<file path="src/common/count_port_pkg.sv">
/*
  shared constants for the encoder count byte read port: count widths,
  byte layout, reset values and the cascade-pulse phase.
  assumes both ends run on one 125 MHz clock.
*/
package count_port_pkg;
  localparam int unsigned COUNT_WIDTH = 16;   // 12 or 16
  localparam int unsigned BYTE_WIDTH = 8;
  localparam int unsigned LOW_BYTE_LSB = 0;
  localparam int unsigned HIGH_BYTE_LSB = 8;
  localparam logic [15:0] LATCH_RESET = 16'h0000;
  localparam logic [15:0] COUNT_RESET = 16'h0000;
  localparam logic [7:0] HOLD_RESET = 8'h00;
  localparam logic [7:0] EXT_RESET = 8'h00;
  // cascade pulse lasts half a clock: one period split into two phases
  localparam int unsigned CLK_PERIOD_PS = 8000;
  localparam int unsigned CARRY_HALF_CYCLES = 1;
endpackage

</file>
<file path="src/common/count_port_if.sv">
/*
  interface joining the counting device and the reading host.
  the data bus is three-state: the testbench resolves its level
  from data_out and data_oe.
*/
`timescale 1ns/1ps
interface count_port_if;
  logic byte_sel;          // high selects low byte
  logic out_enable_n;      // low drives the bus
  logic [7:0] data_out;    // device drive value
  logic data_oe;           // device drives the bus when high
  logic [7:0] data_in;     // bus level seen by host
  logic carry_pulse_out;   // overflow/underflow half-cycle pulse
  logic count_up;          // direction, high counts up
  logic clear_n;           // asynchronous clear from host

  modport device (
    input byte_sel,
    input out_enable_n,
    input clear_n,
    output data_out,
    output data_oe,
    output carry_pulse_out,
    output count_up
  );
  modport host (
    output byte_sel,
    output out_enable_n,
    output clear_n,
    input data_in,
    input carry_pulse_out,
    input count_up
  );
endinterface

</file>
<file path="src/hw/encoder_count_device.sv">
/*
  device end: quadrature counter, position latch, inhibit logic, byte
  multiplexer with three-state drive, cascade pulse and direction.
  assumes phase inputs are asynchronous pins and the host changes
  select and enable in step with clk.
*/
// Behaviour
// - select held high: latch tracks every edge
// - host drives select, enable on clock
// - latch loads counter while inhibit low
// - enable low drives high/low byte
// - enable and select low set inhibit
// - select high, enable low: first release
// - then enable high clears inhibit
// - enable high floats all data lines
// - counter keeps counting during inhibit
// - host reads high byte then low
// - host may sample bus any time; here a byte is valid only from the falling edge after select moves
// - latch reloads on next rising edge
// - overflow gives cascade pulse with direction
// - external hold loads on low read
// - clear resets inhibit and latch
// - narrow variant zeroes upper high bits
// - half-cycle pulse, direction stable around
`timescale 1ns/1ps
module encoder_count_device #(
  parameter int unsigned COUNT_WIDTH = count_port_pkg::COUNT_WIDTH
) (
  input wire logic clk,
  input wire logic reset_n,
  input wire logic clk_en,
  input wire logic phase_a_input,
  input wire logic phase_b_input,
  count_port_if.device port
);
  // inhibit sequencing states
  typedef enum logic [2:0] {
    ST_OPEN = 3'b001,
    ST_HELD = 3'b010,
    ST_RELEASING = 3'b100
  } inhibit_state_t;

  logic [1:0] a_sync_q, b_sync_q;
  logic [1:0] phase_prev_q;
  logic step_valid_q, step_up_q;
  logic [COUNT_WIDTH-1:0] count_q;
  logic [15:0] latch_q;
  inhibit_state_t inh_q, inh_d;
  logic carry_q, carry_neg_q;
  logic dir_q;
  logic [7:0] data_q;
  logic clr_n;

  assign clr_n = reset_n & port.clear_n;

  // two-flop synchronisers on the encoder pins; previous phase kept across a
  // clear so that a clear never fakes a step
  always_ff @(posedge clk or negedge reset_n) begin
    if (!reset_n) begin
      a_sync_q <= 2'b00;
      b_sync_q <= 2'b00;
      phase_prev_q <= 2'b00;
    end else if (clk_en) begin
      a_sync_q <= {a_sync_q[0], phase_a_input};
      b_sync_q <= {b_sync_q[0], phase_b_input};
      phase_prev_q <= {a_sync_q[1], b_sync_q[1]};
    end
  end

  // 4x quadrature decode: gray step forward or back
  wire [1:0] phase_now = {a_sync_q[1], b_sync_q[1]};
  wire step_valid = (phase_now[0] ^ phase_now[1] ^ phase_prev_q[0] ^ phase_prev_q[1]);
  wire step_up = (phase_prev_q[1] ^ phase_now[0]);
  wire [COUNT_WIDTH-1:0] count_next = step_up_q ? count_q + 1'b1 : count_q - 1'b1;
  wire wrap = step_valid_q &&
    (step_up_q ? (count_q == {COUNT_WIDTH{1'b1}}) : (count_q == '0));

  // counts while inhibited; step registered so direction leads by a clock
  always_ff @(posedge clk or negedge clr_n) begin
    if (!clr_n) begin
      count_q <= count_port_pkg::COUNT_RESET[COUNT_WIDTH-1:0];
      step_valid_q <= 1'b0;
      step_up_q <= 1'b0;
    end else if (clk_en) begin
      step_valid_q <= step_valid;
      step_up_q <= step_up;
      if (step_valid_q) begin
        count_q <= count_next;
      end
    end
  end

  // inhibit next state, decided on falling edge samples
  always_comb begin
    inh_d = inh_q;
    unique case (inh_q)
      ST_OPEN: if (!port.out_enable_n && !port.byte_sel) inh_d = ST_HELD;
      ST_HELD: if (!port.out_enable_n && port.byte_sel) inh_d = ST_RELEASING;
      ST_RELEASING: if (port.out_enable_n) inh_d = ST_OPEN;
      default: inh_d = ST_OPEN;
    endcase
  end

  always_ff @(negedge clk or negedge clr_n) begin
    if (!clr_n) begin
      inh_q <= ST_OPEN;
    end else if (clk_en) begin
      inh_q <= inh_d;
    end
  end

  // select stuck high never leaves ST_OPEN, so latch always tracks
  wire inhibit = (inh_q != ST_OPEN);

  // latch loads when inhibit low; narrow count zero-extends
  always_ff @(posedge clk or negedge clr_n) begin
    if (!clr_n) begin
      latch_q <= count_port_pkg::LATCH_RESET;
    end else if (clk_en && !inhibit) begin
      latch_q <= 16'(count_q);
    end
  end

  // byte mux; registered so data comes from flops
  wire [7:0] byte_pick = port.byte_sel ?
    latch_q[count_port_pkg::LOW_BYTE_LSB +: 8] :
    latch_q[count_port_pkg::HIGH_BYTE_LSB +: 8];
  always_ff @(negedge clk or negedge clr_n) begin
    if (!clr_n) begin
      data_q <= 8'h00;
    end else if (clk_en) begin
      data_q <= byte_pick;
    end
  end
  // falling-edge copy settles before the host samples on the rising edge
  assign port.data_out = data_q;
  assign port.data_oe = !port.out_enable_n;

  // carry pulse: high in first half of the update cycle
  always_ff @(posedge clk or negedge clr_n) begin
    if (!clr_n) begin
      carry_q <= 1'b0;
      dir_q <= 1'b1;
    end else if (clk_en) begin
      carry_q <= wrap;
      if (step_valid) begin
        dir_q <= step_up;
      end
    end
  end
  always_ff @(negedge clk or negedge clr_n) begin
    if (!clr_n) begin
      carry_neg_q <= 1'b0;
    end else if (clk_en) begin
      carry_neg_q <= carry_q;
    end
  end
  // half-cycle: set on rising edge, masked after the falling edge
  assign port.carry_pulse_out = carry_q & ~carry_neg_q;
  assign port.count_up = dir_q;
endmodule

</file>
<file path="src/flat_wrapper.sv">
// flat-port wrapper written by rule: the top's interface ports become plain ports
module encoder_count_device_flat 
#(
  parameter int unsigned COUNT_WIDTH = count_port_pkg::COUNT_WIDTH
)
  (clk, reset_n, clk_en, phase_a_input, phase_b_input, port_byte_sel, port_out_enable_n, port_clear_n, port_data_out, port_data_oe, port_carry_pulse_out, port_count_up);
  count_port_if port_i ();
  input wire logic clk;
  input wire logic reset_n;
  input wire logic clk_en;
  input wire logic phase_a_input;
  input wire logic phase_b_input;
  input wire logic [$bits(port_i.byte_sel)-1:0] port_byte_sel;
  input wire logic [$bits(port_i.out_enable_n)-1:0] port_out_enable_n;
  input wire logic [$bits(port_i.clear_n)-1:0] port_clear_n;
  output wire logic [$bits(port_i.data_out)-1:0] port_data_out;
  output wire logic [$bits(port_i.data_oe)-1:0] port_data_oe;
  output wire logic [$bits(port_i.carry_pulse_out)-1:0] port_carry_pulse_out;
  output wire logic [$bits(port_i.count_up)-1:0] port_count_up;
  assign port_i.byte_sel = port_byte_sel;
  assign port_i.out_enable_n = port_out_enable_n;
  assign port_i.clear_n = port_clear_n;
  assign port_data_out = port_i.data_out;
  assign port_data_oe = port_i.data_oe;
  assign port_carry_pulse_out = port_i.carry_pulse_out;
  assign port_count_up = port_i.count_up;
  encoder_count_device #(.COUNT_WIDTH(COUNT_WIDTH)) u_core (.clk(clk), .reset_n(reset_n), .clk_en(clk_en), .phase_a_input(phase_a_input), .phase_b_input(phase_b_input), .port(port_i));
endmodule
</file>
<file path="config.mk">
export PLATFORM = sky130hd
export DESIGN_NAME = encoder_count_device_flat
export DESIGN_NICKNAME = d
export VERILOG_FILES = /design/src/common/count_port_pkg.sv /design/src/common/count_port_if.sv /design/src/hw/encoder_count_device.sv /design/src/flat_wrapper.sv
export SDC_FILE = /design/constraint.sdc
export NUM_CORES = 1
export LEC_CHECK = 0
export ABC_AREA = 1
export CORE_AREA = 8 8 79 81
export DETAILED_ROUTE_END_ITERATION = 10
export DIE_AREA = 0 0 87 89
export DONT_BUFFER_PORTS = 1
export PLACE_DENSITY = 0.8
export SLEW_MARGIN = 20
export SYNTH_ARGS = -nofsm -noshare
export SYNTH_HDL_FRONTEND = slang
export SYNTH_SLANG_ARGS = --single-unit
</file>
<file path="constraint.sdc">
create_clock -name clk -period 3.5 [get_ports clk]
set_input_delay 0.7 -clock clk [delete_from_list [all_inputs] [get_ports clk]]
set_output_delay 0.7 -clock clk [all_outputs]
set_load 0.02 [all_outputs]
</file>
# After elaboration in Yosys (flattened, before gate mapping)
# Index checks and enable logic that the tools add are counted.
# W data, S select, Z words.
# word_totals
register_bits	54
inputBits	8
output_inout_bits	11
elab_cells	47
# op_classes
n_addsub	2
n_eq_ne	8
n_mux	7
bitwise	7
reduce_logical	11
# ops
op	count
$add A16 B1 Y16 const B	1
$eq A16 B16 Y1 const B	1
$logic_not A16 Y1	1
$mux W16	1
$sub A16 B1 Y16 const B	1
$mux W3	3
$pmux W3 S3	1
$mux W8	1
$logic_and A1 B1 Y1	4
$ne A2 B1 Y1 const B	2
$reduce_and A2 Y1	2
$reduce_and A4 Y1	1
$xor A1 B1 Y1	4
$eq A3 B1 Y1 const B	1
$eq A3 B2 Y1 const B	1
$eq A3 B3 Y1 const B	1
$logic_not A1 Y1	3
$ne A3 B1 Y1 const B	1
$and A1 B1 Y1	2
$ne A2 B2 Y1 const B	1
$mux W1	1
$not A1 Y1	1

# Depth between registers and ports, before layout
# depth
ltp_word	4
ltp_mapped	11
depth_no_buf	11

==> summary.md <==
| Metric | Value |
|---|---|
| Setup WS post-layout | 0.138 ns |
| Fin cells | 505 |
| Synth Area in Compound Gates | 0.107 |
| Worst hold path class | primary input to asynchronous set/reset pin |
| Core area | 4980 um2 |
| Syn avg cell area | 7.43 um2 |
| Crit-path max cell delay | 0.36 ns |
| I/O Pins | 19 |
| #FFs+latches synth | 54 |
| DR top layer | met4 |
| Synth warn | 0 |
| Leak Pwr | 1.83 nW |
| Largest net degree at the start of global routing | 36 |
| Drt via density | 5.22 |
| M1 WL | between 3000 and 4000 um |
| RePlAce Congestion | 0.911 |
| Area Growth Syn to Fin | 4.58% |
| Post-DP HPWL | 5000 um |
| Routed length on met3 | 271 um |
| # Post-CTS Setup Buffers | 0 |
| Register area share after synthesis | 0.420 |
| DR WL/cell | 12.7 um |
| CP arrival | ~2.7 ns |
| Inst Count DP | between 400 and 500 |
| CTS Sinks | 54 |
| CP Cell Sequence | nor2_2 |
| Largest family of logic cells by synthesized area | simple AND/OR/NAND/NOR gates |
| Worst slew margin | 0.647 |
| Synth Area in Adders | 0.0605 |
| Power density cells | 917 nW/um2 |
| Initial antenna violation count | 0 |
| Library cells used by synthesis | 35 |
| Simple-gate portion of the synthesized area | 0.296 |
| Die extent in y | 89 um |
| Psw | 1.49 mW |
| CP Capture Type | output port |
| Final core utilization | 0.678 |
| Initial DRT Pass Iterations | 5 |
| Diode count | 0 |
| Port Buffers | 0 |
| Die width | 87 um |
| Starting Density | 0.648 |
| CTS tree | built |
| Worst vdd ir | 460 uV |
| Clock latency on the worst-skew pair | 0.36 ns |
| Cell Int Power | 1.60 mW |
| H-Tree Level Count | 2 |
| Clock-pin slew on the worst setup and hold paths | 0.11 ns |
| EDFF count, synth | 0 |
| Combinational share of power | 0.517 |
| Clock buffer depth | 2 |
| Crit path max-delay cell type | dfrtn_1 |
| FP Rows | 26 |
| Total negative setup slack | 0 ns |
| Fraction of layout cells with a size suffix above 1 | 0.0828 |
| GRT Total Usage | 0.181 |
| Pre-CTS setup slack | 0.130 ns |
| Syn_nets | ~460 |
| Cts hold-fix bufs | 0 |
| Mux cell area share after synthesis | 0.00931 |
| Crit Path Max Fanout | 2 |
| Num CTS Buffers | 5 |
| Root buf cell | clkbuf_8 |
| Post-route antenna net violation count | 0 |
| Die ar. | 7740 um2 |
| Asr flop ratio synth | 1.00 |
| Worst Tran Pin Value | 0.529 ns |
| Final setup fails | 0 |
| Drt total wl | 6430 um |
| Main synth FF type | dfrtp_1 |
| Switching part of the total power | 0.481 |
| Mapped Cells | 434 |
| Netlist Area Pre-Place | between 3000 and 4000 um2 |
| Sequential Power Share | 0.361 |
| Critical Path RT | 2.80 ns |
| FF-to-FF path depth | 4 |
| Wire length of the first global-routing pass | 11100 um |
| WS Path Type | flop to output port |
| Clock Skew | 0.0544 ns |
| Unrepaired setup endpoints after global routing | no |
| Status | complete, no violations |
| Max Cap Viol | 0 |
| WL met2 | 3030 um |
| Vias in the first global route | 2429 |
| Final Hold Violating Endpoints | 0 |
| DR DRC count | 0 |
| Net count, final | 457 |
| GRT Residual Overflow | 0 |
| Initial DRC count | 90 |
| Layout fillers | around 440 |
| Buffers & Inverters on Critical Path | 0 |
| Via Count | between 2000 and 3000 |
| Post-synthesis xor/xnor area fraction | 0.0136 |
| Power share of the clock group | 0.122 |
| Startpoint Class | flop |
| Max Slew Vio Count | 0 |
| Critical path depth in cells | 1 |
| CP delay by family, top | flip-flops |
-- layout make-up --
cell class	count	area, um2	area share
Clock inverter	4	32.5	0.00964
Tap cell	70	87.6	0.0260
Sequential cell	54	1350	0.401
Inverter	64	244	0.0723
Multi-Input combinational cell	306	1570	0.466
Clock buffer	5	68.8	0.0204
Timing Repair Buffer	2	15.0	0.00445
-- per-stage QoR --
step	instance area (um2)	total power [mW]	hold WS (ns)
3_5_place_dp	3270	2.72	0.405
5_1_grt	3370	3.41	0.0267
6_report	3370	3.09	0.0584
3_3_place_gp	3270	2.66	0.405
4_1_cts	3370	3.10	0.0533
2_1_floorplan	3230	2.40	0.404
-- synthesized netlist by cell type (2+ instances only) --
master / number / area (um2)
nand3b_1: 2 / 15.0
nand3_1: 28 / 140
nand4_1: 5 / 31.3
xnor2_1: 2 / 17.5
xor2_1: 3 / 26.3
inv_2: 3 / 11.3
ha_1: 14 / 175
nor3_1: 7 / 35.0
dfstp_2: 2 / 52.6
a21oi_1: 12 / 60.1
dfrtp_1: 41 / 1030
nand3_2: 2 / 20.0
inv_1: 62 / 233
mux2_4: 2 / 30.0
o21ai_2: 12 / 105
or2_1: 2 / 12.5
clkbuf_1: 3 / 11.3
nor2_1: 25 / 93.8
nand2_1: 148 / 556
dfrtn_1: 11 / 275
clkbuf_2: 2 / 10.0
o21ai_0: 32 / 160
o22ai_1: 2 / 12.5
-- registers in the layout, summed over array words and instances (netlist names), 2 cells and up --
signal and flops:
u_core.inh_q 3, u_core.b_sync_q 2, u_core.count_q 16, u_core.port.data_out 8
u_core.a_sync_q 2, u_core.latch_q 16, u_core.phase_prev_q 2
-- final timing paths --
kind	startpoint	endpoint	slack [ns]
worst max-delay path	u_core.carry_neg_q	port_carry_pulse_out	0.14
worst min-delay path	reset_n	u_core.a_sync_q[1]	0.06
worst max register to register	u_core.inh_q[0]	u_core.latch_q[14]	0.26
worst min register to register	u_core.carry_neg_q	u_core.carry_neg_q	0.46
max in group asynchronous	reset_n	u_core.inh_q[0]	1.22
min in group clk	u_core.carry_neg_q	u_core.carry_neg_q	0.46
-- power by group through the flow --
stage	logic (mW)	registers [mW]	clock network (mW)
after floorplan	1.33	1.06	0.00358
after global placement	1.54	1.12	0.00358
after detailed placement	1.59	1.13	0.00358
after CTS	1.60	1.11	0.388
after global routing	1.84	1.15	0.419
final	1.60	1.12	0.378
-- layer usage --
metal,vias to the layer above,GRT usage
li1,1370,-
met1,1214,0.224
met2,43,0.310
met3,9,0.0248
met4,0,0.0751
met5,-,0
-- cell usage in the layout, fill, tap and decap left out, types with 2 or more instances in the layout --
cell / synthesis / routed
nand3_1: 28 / 28
ha_1: 14 / 14
xnor2_1: 2 / 2
clkinv_4: 0 / 2
o21ai_2: 12 / 12
nand2_1: 148 / 148
or2_1: 2 / 2
nand4_1: 5 / 5
xor2_1: 3 / 3
inv_2: 3 / 3
o22ai_1: 2 / 2
dfrtp_1: 41 / 41
clkbuf_8: 1 / 5
nand3_2: 2 / 2
mux2_4: 2 / 2
buf_4: 1 / 2
nand3b_1: 2 / 2
a21oi_1: 12 / 12
nor2_1: 25 / 24
inv_1: 62 / 61
dfrtn_1: 11 / 11
nor3_1: 7 / 7
dfstp_2: 2 / 2
o21ai_0: 32 / 32
-- cell families (layout without fill, tap and decap cells) --
logic type / after synthesis / count (layout)
DFF: 54 / 54
buffers and inverters: 74 / 75
AOI/OAI and AO/OA: 59 / 59
and+or+nand+nor: 225 / 225
xor gates and xnor gates: 5 / 5
muxes: 2 / 2
adders and majority gates: 15 / 15
-- repair_timing --
action,CTS,global route
endpoints found under the hold margin,0,0
gates resized for setup,0,1
endpoints found under the setup margin,0,1
No activity file was read; power rests on OpenSTA's default activity.
